[config.mk]
export PLATFORM = sky130hd
export DESIGN_NAME = cpu_programmer_register_set
export DESIGN_NICKNAME = d
export VERILOG_FILES = /design/src/rtl/regset_pkg.sv /design/src/rtl/cpu_programmer_register_set.sv /design/src/rtl/operand_slicer.sv
export SDC_FILE = /design/constraint.sdc
export NUM_CORES = 2
export LEC_CHECK = 0
export ABC_CLOCK_PERIOD_IN_PS = 2300
export BUFFER_PORTS_ARGS = -buffer_cell sky130_fd_sc_hd__buf_2
export CAP_MARGIN = 20
export CORE_AREA = 2 2 308 310
export CTS_BUF_LIST = sky130_fd_sc_hd__clkbuf_16
export DETAILED_ROUTE_END_ITERATION = 8
export DIE_AREA = 0 0 310 312
export PLACE_DENSITY = 0.68
export SLEW_MARGIN = 0
export SYNTH_ARGS = -nofsm -noshare
export SYNTH_HDL_FRONTEND = slang
export SYNTH_SLANG_ARGS = --single-unit
[constraint.sdc]
create_clock -name core_clk -period 2.3 [get_ports core_clk]
set_input_delay 0.115 -clock core_clk [delete_from_list [all_inputs] [get_ports core_clk]]
set_output_delay 0.115 -clock core_clk [all_outputs]
set_load 0.02 [all_outputs]
[src/rtl/regset_pkg.sv]
// Constants and types for the programmer register set
package regset_pkg;
  localparam int unsigned DataWidth = 32;
  localparam int unsigned StatusWidth = 16;
  localparam int unsigned NumData = 8;
  localparam int unsigned NumAddr = 7;
  localparam int unsigned RegIdxWidth = 3;
  localparam int unsigned SpaceCodeWidth = 3;
  localparam int unsigned VectorNumWidth = 8;
  localparam int unsigned VbrKeepLsb = 10;
  localparam int unsigned VectorShift = 2;
  localparam int unsigned FlagCarry = 0;
  localparam int unsigned FlagOverflow = 1;
  localparam int unsigned FlagZero = 2;
  localparam int unsigned FlagNegative = 3;
  localparam int unsigned FlagExtend = 4;
  localparam int unsigned MaskLsb = 8;
  localparam int unsigned PrivBit = 13;
  localparam int unsigned TraceLsb = 14;
  localparam logic [15:0] StatusDefinedMask = 16'he71f;
  localparam logic [15:0] FlagByteMask = 16'h001f;
  localparam logic [15:0] StatusResetValue = 16'h2700;
  localparam logic [31:0] WordZero = 32'h0000_0000;
  localparam logic [31:0] SpaceCodeMask = 32'h0000_0007;

  typedef enum logic [1:0] {
    SizeByte = 2'b00,
    SizeWord = 2'b01,
    SizeLong = 2'b10
  } op_size_t;

  typedef enum logic [2:0] {
    CtlNone = 3'b000,
    CtlStatus = 3'b001,
    CtlFlags = 3'b010,
    CtlSrcSpace = 3'b011,
    CtlDstSpace = 3'b100,
    CtlVectorBase = 3'b101,
    CtlUserStack = 3'b110
  } ctl_sel_t;

  typedef enum logic [1:0] {
    PcHold = 2'b00,
    PcAdvance = 2'b01,
    PcLoad = 2'b10
  } pc_op_t;
endpackage

[src/rtl/cpu_programmer_register_set.sv]
// Programmer-visible register set of the processor core
// Summary of operation
// RULE_01: Eight data, seven address, PC, two stacks, status, two space codes, vector base.
// RULE_02: Data operands are the low 8, 16 or all 32 bits by size.
// RULE_03: Byte or word writes to data registers leave upper bits unchanged.
// RULE_04: Bit 0 is least significant, bit 31 most significant.
// RULE_05: 64-bit values sit in any two freely chosen data registers.
// RULE_06: Packed decimal byte: low digit in low nibble, high digit upper nibble.
// RULE_07: Address registers give low word or long word, never a byte.
// RULE_08: Address register writes change all bits; words are sign-extended.
// RULE_09: PC holds next instruction; advanced or loaded during execution.
// RULE_10: Control registers need supervisor privilege, except the flag byte.
// RULE_11: Status low byte holds extend, negative, zero, overflow, carry flags.
// RULE_12: User level sees only flag byte; supervisor sees full status word.
// RULE_13: Status upper byte: three-bit mask, two trace bits, privilege bit.
// RULE_14: Undefined status bits always read as zero.
// RULE_15: Software should write zero to undefined status bits.
// RULE_16: Flag byte accesses are words; upper byte reads zero, ignores writes.
// RULE_17: Source and destination space-code registers hold 3-bit codes.
// RULE_18: Space codes extend 24-bit addresses to eight 16-Mbyte spaces.
// RULE_19: Alternate-space alternate_space_move take their code from the space registers.
// RULE_20: Space-code alternate_space_move are long words; upper 29 bits zero, writes ignored.
// RULE_21: Vector base locates a 1024-byte table of 256 vectors.
// RULE_22: Vector address is upper 22 base bits joined to vector number times four.
// RULE_23: Privilege bit selects privilege level and active stack pointer.
// RULE_24: User access to supervisor registers changes nothing, flags violation.
// RULE_25: Writes land on the clock edge; next-cycle reads see them.
module cpu_programmer_register_set (
  input wire logic core_clk,
  input wire logic reset,
  input wire logic [2:0] dataRdSel,
  input wire regset_pkg::op_size_t dataRdSize,
  output logic [31:0] dataRdValue,
  input wire logic [2:0] data2RdSel,
  output logic [31:0] data2RdValue,
  input wire logic dataWrEn,
  input wire logic [2:0] dataWrSel,
  input wire regset_pkg::op_size_t dataWrSize,
  input wire logic [31:0] dataWrValue,
  input wire logic data2WrEn,
  input wire logic [2:0] data2WrSel,
  input wire logic [31:0] data2WrValue,
  input wire logic [2:0] addrRdSel,
  input wire regset_pkg::op_size_t addrRdSize,
  output logic [31:0] addrRdValue,
  input wire logic addrWrEn,
  input wire logic [2:0] addrWrSel,
  input wire regset_pkg::op_size_t addrWrSize,
  input wire logic [31:0] addrWrValue,
  output logic [31:0] stackPointer,
  input wire logic stackWrEn,
  input wire logic [31:0] stackWrValue,
  output logic [31:0] nextInstrPointer,
  input wire regset_pkg::pc_op_t pcOp,
  input wire logic [31:0] pcStep,
  input wire logic [31:0] pcLoadValue,
  input wire logic flagsWrEn,
  input wire logic [4:0] flagsWrValue,
  output logic [4:0] conditionFlags,
  input wire logic excEntry,
  input wire logic [15:0] excStatusValue,
  input wire regset_pkg::ctl_sel_t ctlSel,
  input wire logic ctlRdEn,
  input wire logic ctlWrEn,
  input wire logic [31:0] ctlWrValue,
  output logic [31:0] ctlRdValue,
  output logic privViolation,
  output logic [15:0] statusWord,
  output logic supervisorMode,
  output logic [2:0] interruptPriorityMask,
  output logic [1:0] traceMode,
  output logic [2:0] sourceSpaceCode,
  output logic [2:0] destSpaceCode,
  input wire logic [7:0] vectorNumber,
  output logic [31:0] vectorAddress
);
  typedef struct packed {
    logic [regset_pkg::NumData-1:0][31:0] dataRegs; // RULE_01 RULE_04
    logic [regset_pkg::NumAddr-1:0][31:0] addrRegs; // RULE_01
    logic [31:0] userStack;
    logic [31:0] superStack;
    logic [31:0] pc;
    logic [15:0] status;
    logic [2:0] srcSpace;
    logic [2:0] dstSpace;
    logic [31:0] vectorBase;
    logic [31:0] ctlRd;
    logic violation;
  } state_t;

  state_t state_q;
  state_t state_d;
  logic [31:0] dataRdRaw;
  logic [31:0] dataMerged;
  logic [31:0] addrRdRaw;
  logic [31:0] addrMerged;
  logic [31:0] addrOld;
  logic [31:0] addrRdSlice;
  logic isSuper;
  logic ctlNeedsSuper;

  function automatic logic [15:0] cleanStatus(input logic [15:0] value);
    cleanStatus = value & regset_pkg::StatusDefinedMask; // RULE_14
  endfunction

  function automatic logic [31:0] pickAddr(input logic [2:0] sel, input state_t s,
                                           input logic superSel);
    if (sel == 3'h7) begin
      pickAddr = superSel ? s.superStack : s.userStack; // RULE_23
    end else begin
      pickAddr = s.addrRegs[sel];
    end
  endfunction

  assign isSuper = state_q.status[regset_pkg::PrivBit]; // RULE_23
  assign dataRdRaw = state_q.dataRegs[dataRdSel];
  assign addrRdRaw = pickAddr(addrRdSel, state_q, isSuper);
  assign addrOld = pickAddr(addrWrSel, state_q, isSuper);

  operand_slicer dataReadSlicer (
    .oldValue(dataRdRaw),
    .newValue(dataRdRaw),
    .opSize(dataRdSize),
    .isAddress(1'b0),
    .readSlice(dataRdValue),
    .mergedValue()
  );

  operand_slicer dataWriteSlicer (
    .oldValue(state_q.dataRegs[dataWrSel]),
    .newValue(dataWrValue),
    .opSize(dataWrSize),
    .isAddress(1'b0),
    .readSlice(),
    .mergedValue(dataMerged)
  );

  operand_slicer addrReadSlicer (
    .oldValue(addrRdRaw),
    .newValue(addrRdRaw),
    .opSize(addrRdSize),
    .isAddress(1'b1),
    .readSlice(addrRdSlice),
    .mergedValue()
  );

  operand_slicer addrWriteSlicer (
    .oldValue(addrOld),
    .newValue(addrWrValue),
    .opSize(addrWrSize),
    .isAddress(1'b1),
    .readSlice(),
    .mergedValue(addrMerged)
  );

  assign addrRdValue = addrRdSlice;
  assign data2RdValue = state_q.dataRegs[data2RdSel]; // RULE_05
  assign ctlNeedsSuper = (ctlSel != regset_pkg::CtlFlags) && (ctlSel != regset_pkg::CtlNone);

  always_comb begin
    state_d = state_q;
    state_d.violation = 1'b0;
    state_d.ctlRd = regset_pkg::WordZero;
    if (dataWrEn) begin
      state_d.dataRegs[dataWrSel] = dataMerged; // RULE_03
    end
    if (data2WrEn) begin
      state_d.dataRegs[data2WrSel] = data2WrValue; // RULE_05
    end
    if (addrWrEn) begin
      if (addrWrSel == 3'h7) begin
        if (isSuper) begin
          state_d.superStack = addrMerged; // RULE_08
        end else begin
          state_d.userStack = addrMerged;
        end
      end else begin
        state_d.addrRegs[addrWrSel] = addrMerged; // RULE_08
      end
    end
    if (stackWrEn) begin
      if (isSuper) begin
        state_d.superStack = stackWrValue; // RULE_23
      end else begin
        state_d.userStack = stackWrValue;
      end
    end
    case (pcOp)
      regset_pkg::PcAdvance: state_d.pc = state_q.pc + pcStep; // RULE_09
      regset_pkg::PcLoad: state_d.pc = pcLoadValue; // RULE_09
      default: state_d.pc = state_q.pc;
    endcase
    if (flagsWrEn) begin
      state_d.status[4:0] = flagsWrValue; // RULE_11
    end
    if ((ctlRdEn || ctlWrEn) && ctlNeedsSuper && !isSuper) begin
      state_d.violation = 1'b1; // RULE_24
    end else if (ctlRdEn || ctlWrEn) begin
      if (ctlSel == regset_pkg::CtlStatus) begin
        state_d.ctlRd = {16'h0000, cleanStatus(state_q.status)}; // RULE_12
        if (ctlWrEn) begin
          state_d.status = cleanStatus(ctlWrValue[15:0]); // RULE_14
        end
      end else if (ctlSel == regset_pkg::CtlFlags) begin
        state_d.ctlRd = {16'h0000, state_q.status & regset_pkg::FlagByteMask}; // RULE_16
        if (ctlWrEn) begin
          state_d.status[7:0] = ctlWrValue[7:0] & regset_pkg::FlagByteMask[7:0]; // RULE_16
        end
      end else if (ctlSel == regset_pkg::CtlSrcSpace) begin
        state_d.ctlRd = {29'h0, state_q.srcSpace}; // RULE_20
        if (ctlWrEn) begin
          state_d.srcSpace = ctlWrValue[2:0]; // RULE_17
        end
      end else if (ctlSel == regset_pkg::CtlDstSpace) begin
        state_d.ctlRd = {29'h0, state_q.dstSpace}; // RULE_20
        if (ctlWrEn) begin
          state_d.dstSpace = ctlWrValue[2:0]; // RULE_17
        end
      end else if (ctlSel == regset_pkg::CtlVectorBase) begin
        state_d.ctlRd = state_q.vectorBase; // RULE_10
        if (ctlWrEn) begin
          state_d.vectorBase = ctlWrValue; // RULE_21
        end
      end else if (ctlSel == regset_pkg::CtlUserStack) begin
        state_d.ctlRd = state_q.userStack; // RULE_10
        if (ctlWrEn) begin
          state_d.userStack = ctlWrValue;
        end
      end else begin
        state_d.ctlRd = regset_pkg::WordZero;
      end
    end
    if (excEntry) begin
      state_d.status = cleanStatus(excStatusValue); // RULE_23
    end
  end

  always_ff @(posedge core_clk) begin
    if (reset) begin
      state_q <= '0;
      state_q.status <= regset_pkg::StatusResetValue;
    end else begin
      state_q <= state_d; // RULE_25
    end
  end

  assign ctlRdValue = state_q.ctlRd;
  assign privViolation = state_q.violation;
  assign statusWord = cleanStatus(state_q.status); // RULE_14
  assign conditionFlags = state_q.status[regset_pkg::FlagExtend:regset_pkg::FlagCarry]; // RULE_11
  assign supervisorMode = isSuper;
  assign interruptPriorityMask = state_q.status[regset_pkg::MaskLsb +: 3]; // RULE_13
  assign traceMode = state_q.status[regset_pkg::TraceLsb +: 2]; // RULE_13
  assign sourceSpaceCode = state_q.srcSpace; // RULE_18 RULE_19
  assign destSpaceCode = state_q.dstSpace; // RULE_19
  assign stackPointer = isSuper ? state_q.superStack : state_q.userStack; // RULE_23
  assign nextInstrPointer = state_q.pc;
  assign vectorAddress = {state_q.vectorBase[31:regset_pkg::VbrKeepLsb], vectorNumber, 2'b00}; // RULE_22
endmodule

[src/rtl/operand_slicer.sv]
// Operand size slicing and merge for data and address registers
module operand_slicer (
  input wire logic [31:0] oldValue,
  input wire logic [31:0] newValue,
  input wire regset_pkg::op_size_t opSize,
  input wire logic isAddress,
  output logic [31:0] readSlice,
  output logic [31:0] mergedValue
);
  always_comb begin
    readSlice = oldValue;
    mergedValue = newValue;
    if (isAddress) begin
      if (opSize != regset_pkg::SizeLong) begin
        readSlice = {16'h0000, oldValue[15:0]}; // RULE_07
        mergedValue = {{16{newValue[15]}}, newValue[15:0]}; // RULE_08
      end
    end else begin
      case (opSize)
        regset_pkg::SizeByte: begin
          readSlice = {24'h000000, oldValue[7:0]}; // RULE_02 RULE_06
          mergedValue = {oldValue[31:8], newValue[7:0]}; // RULE_03
        end
        regset_pkg::SizeWord: begin
          readSlice = {16'h0000, oldValue[15:0]}; // RULE_02
          mergedValue = {oldValue[31:16], newValue[15:0]}; // RULE_03
        end
        default: begin
          readSlice = oldValue;
          mergedValue = newValue;
        end
      endcase
    end
  end
endmodule

After elaboration in Yosys (flattened, before gate mapping)
Cells that the tools add are included.

Bitwise operators: 7. Reductions and logical operators: 25. $lt $le $gt $ge: 9. Add/subtract/negate cells: 1. Mux-type cells: 68. Equal/unequal tests: 18.

Operators with widths (count): $mux 32 (33); $bwmux 256 (2); $mux 256 (2); $bmux 32 s3 (4); $demux 32 s3 (3); $bwmux 224 (1); $mux 64 (3); $pmux 32 s2 (3); $mux 86 (2); $mux 38 (2); $mux 35 (1); $add 32x32->32 (1); $mux 16 (2); $mux 8 (4); $lt 3x4->1 const B (6); $eq 3x3->1 const B (5); $mux 3 (4); $ne 2x2->1 const B (5); $reduce_bool 2->1 (5); $ge 3x1->1 const B (3); $reduce_and 8->1 (1); $not 1->1 (7); $reduce_and 7->1 (1); $reduce_or 7->1 (1); other kinds (18) (27).

Flip-flop bits (word level): 661. Output and inout bits: 258. Input bits: 294. Word-level logic and storage cells: 155.

Depth between registers and ports, before layout
Word-level depth: 16. Gate-level depth with buffers: 12.

Modules after synthesis
From an unflattened synthesis, not the netlist that was laid out.

Cells, all modules: 5045. Area total of the unflattened synthesis: 42921.2 sq um.

Modules (own cells, without submodules): cpu_programmer_register_set (times used 1, area an instance 39708.1 sq um, cells an instance 4525); operand_slicer (times used 4, area an instance 803.3 sq um, cells an instance 130).

Worst setup path after synthesis
No wires, ideal clock.

Kind: flip-flop to flip-flop. From: register state_q (netlist bit nextInstrPointer[0]). To: register state_q (netlist bit nextInstrPointer[24]). Stages on the path, launching flop included: 13. Arrival: 2.403 ns. Library setup time: 0.086 ns. Slack: -0.189 ns. Required time: 2.214 ns. Path buffers: 0. Cells stage by stage: dfxtp_1 -> ha_1 -> inv_1 -> fa_1 -> nor2b_1 -> o21ai_0 -> a21boi_0 -> o311ai_1 -> nand2_1 -> a21oi_1 -> o311ai_1 -> xnor2_1 -> a211oi_1.

Cells in the longest elaborated chain, start to end: 2.

Ends and longest elaborated chain: start, declared (line cpu_programmer_register_set.sv:91) `state_t state_q;`; start signal, assigned (line cpu_programmer_register_set.sv:243) `state_q <= state_d;`; $add 32x32->32 (line cpu_programmer_register_set.sv:189) `regset_pkg::PcAdvance: state_d.pc = state_q.pc + pcStep;`; $pmux 32 s2 (line cpu_programmer_register_set.sv:188) `case (pcOp)`.

No other way between the ends. A chain may end at the register's enable or synchronous reset.

Final worst setup path
From: register state_q (netlist bit statusWord[13]). To: output port addrRdValue[29].

Cells in the longest elaborated chain, start to end: 3.

Ends and longest elaborated chain: $mux 32 (line cpu_programmer_register_set.sv:109) `pickAddr = superSel ? s.superStack : s.userStack;`; $mux 32 (line cpu_programmer_register_set.sv:108) `if (sel == 3'h7) begin`; $mux 32 (line operand_slicer.sv:14) `if (opSize != regset_pkg::SizeLong) begin`; end, declared (line cpu_programmer_register_set.sv:45) `output logic [31:0] addrRdValue,`.

No other way between the ends.

==> metrics <==
status=complete, but fails checks; failing checks=setup timing; Top FF cell, synth=dfxtp_1; Worst Setup Path Type=reg -> out; Hold Path Class=in -> reg; syn avg cell area=9.15 um^2; Area Overhead vs Synth=26.1%; Synth top area share=35.6%; Flop pwr share=39.9%; Syn Inst Count=between 4000 and 5000; commonest non-fill, non-tap cells in the layout=dfxtp_1, nor2_1, buf_2; Core Box Area=0.0930 mm^2; die span in y=312 um; share of layout cells above drive strength 1=between 20% and 30%; WHS=0.0513 ns; period utilization=116%; Psw=just over 9 mW; maximum VDD drop=0.555 mV; crit path cell chain=buf_12, mux2_4, mux4_2, mux2i_4, nor2_1, buf_4; Comb power frac=20.9%; area leader, netlist=dfxtp_1; post-route insts no fill=between 5000 and 6000; DR iter-0 viols=3561; Die Wd=310 um; Worst EP arrival=around 2.6 ns; synth unique cells=66; WL final=138000 um; drt drc=0; Fmax=0.375 GHz; TritonCTS Buffers=78; synth top area cells=dfxtp_1, mux4_2, mux2i_1, a211oi_1, nor2_1; crit path max fanout=8; commonest non-fill, non-tap cell in the layout=dfxtp_1; critical path buffer and inverter count=2; vias in the first global route=34000; Clock power frac=39.2%; register area share after synthesis=about 36%; clk slew on worst S/H paths=0.06 ns; # setup viols final=31; Final Wtd Congestion=0.912; Synth Cell Area=around 0.037 mm^2; worst-margin pin slew=about 1.1 ns; reg-to-reg slack, setup=-0.30 ns; Critical Path Source Type=flop; Ports=552; RSZ-0062 raised after global routing=true; routed wire length per instance=23.4 um; Worst-Skew Late Latency=~0.66 ns; relative slew slack=29.8%; max-cap violations=0; Final nets=4911; Hold Violations, Final=0; cell internal pwr=21.7 mW; GRT Total Usage=27.5%; Overall Power=around 31 mW; via count=34700; Leak Pwr=18.6 nW; initial antenna violation count=11; worst clock skew=0.0189 ns; final instance area=about 0.047 mm^2; first-pass GRT wire length=slightly above 200000 um; final HPWL from detailed placement=89600 um; slowest stage delay, CP=0.51 ns; Ys Warns=0; Tmin final=2.67 ns; dpl cells=5529; switching fraction of total power=29.9%; flops & latches, synth=around 660; Slowest-stage cell, CP=mux4_2; critical path's top delay family=multiplexers; 1st-pass router iterations=5; worst path required time=2.18 ns; Initial Util=39.8%; grt total ovfl=0; # rows=between 100 and 150; CP Capture Type=output port; Sink Count=658; DP Area=0.0413 mm^2; Antenna Nets Post-Route=0; final setup margin=-0.368 ns; Pwr per Cell Area=664 mW/mm^2; die area=0.0967 mm^2; Port-buffer cells=523; vias per cell=5.88; CTS Buffer Depth=3; Final Max Slew Viols=0; Post-synth EDFFs=0; Synth async-reset ratio=0%; CTS Root Cell=clkbuf_16; H-tree depth=3; CTS tree=yes; largest net degree at the start of global routing=around 160
## power groups by stage
| stage | clock network [mW] | registers (mW) | logic (mW) |
|---|---|---|---|
| CTS | 12.3 | 12.3 | 6.21 |
| detailed placement | 0 | 12.6 | 5.66 |
| floorplan | 0 | 12.4 | 3.77 |
| global placement | 0 | 12.5 | 5.61 |
| global route | 12.7 | 12.4 | 6.86 |
| finish | 12.2 | 12.4 | 6.46 |
## per-stage QoR
stage | setup TNS [ns] | setup WS (ns) | util [%]
6_report | -7.80 | -0.368 | 50.1
5_1_grt | -10.96 | -0.417 | 50.1
4_1_cts | -7.70 | -0.373 | 49.9
3_5_place_dp | -3.32 | -0.409 | 44.3
3_3_place_gp | -2.80 | -0.341 | 44.3
2_1_floorplan | -0.0122 | -0.0122 | -
## synth_stat cells, drive strengths merged, types with 19 or more instances
master	instances
a22oi	29
a21oi	239
nand2	461
nand2b	28
buf	238
mux2i	373
ha	32
nor3	40
o211ai	39
nor2	567
o21ai	85
nor2b	33
clkbuf	300
a31oi	19
mux2	77
mux4	224
a211oi	436
dfxtp	658
## logic make-up (layout without fill, tap and decap cells)
logic type | Yosys count | after routing | share of synthesized area, %
AOI/OAI and AO/OA | 921 | 921 | 16.7
xor gates and xnor gates | 26 | 26 | 0.615
adders and majority gates | 33 | 33 | 1.14
buffers and inverters | 555 | 1147 | 7.03
DFF | 658 | 658 | 35.6
muxes | 674 | 674 | 26.1
other | 1 | 14 | 0.0101
and+or+nand+nor | 1177 | 1177 | 12.8
## sequential cells by signal, indices dropped and copies added, names as in the netlist
name,flops
state_q,554
ctlRdValue,32
nextInstrPointer,32
vectorAddress,22
conditionFlags,5
destSpaceCode,3
interruptPriorityMask,3
sourceSpaceCode,3
statusWord,3
privViolation,1
## worst min-delay path: stages
cell and delay, ns:
buf_2 0.08, a31oi_1 0.11, buf_4 0.17, a211oi_1 0.18
## path summary, 6_finish.rpt
path / from / end / cells after the start
hold reg to reg: state_q[225] / state_q[225] / 2
setup reg to reg: nextInstrPointer[2] / nextInstrPointer[29] / 11
hold / removal: addrWrValue[27] / state_q[274] / 4
setup / recovery: statusWord[13] / addrRdValue[29] / 6
## cell type report
cell class | count | area [um^2]
fillers | 8425 | 46400
multi-input cells | 2838 | 22000
flip-flops and latches | 658 | 13200
repair buffers | 991 | 7360
clock buffers | 81 | 2030
well taps | 1254 | 1570
clock inverters | 58 | 422
inverters | 17 | 63.8
diodes | 7 | 17.5
## layer usage
metal,GRT usage (%),wire (um),share of wire (%),vias up
met5,0,34,0.025,-
met4,13.1,6740,4.9,6
met3,5.64,12200,8.8,373
met2,42.9,62900,45,1834
met1,36.4,56500,41,16800
li1,-,-,-,15700
## repair_timing
item,CTS,global route
pin swaps,29,33
hold buffers,207,0
resized for setup,92,49
setup buffers,17,7
gates cloned,0,1
endpoints found under the hold margin,522,0
endpoints found under the setup margin,63,75
No activity file was read; power rests on OpenSTA's default activity.
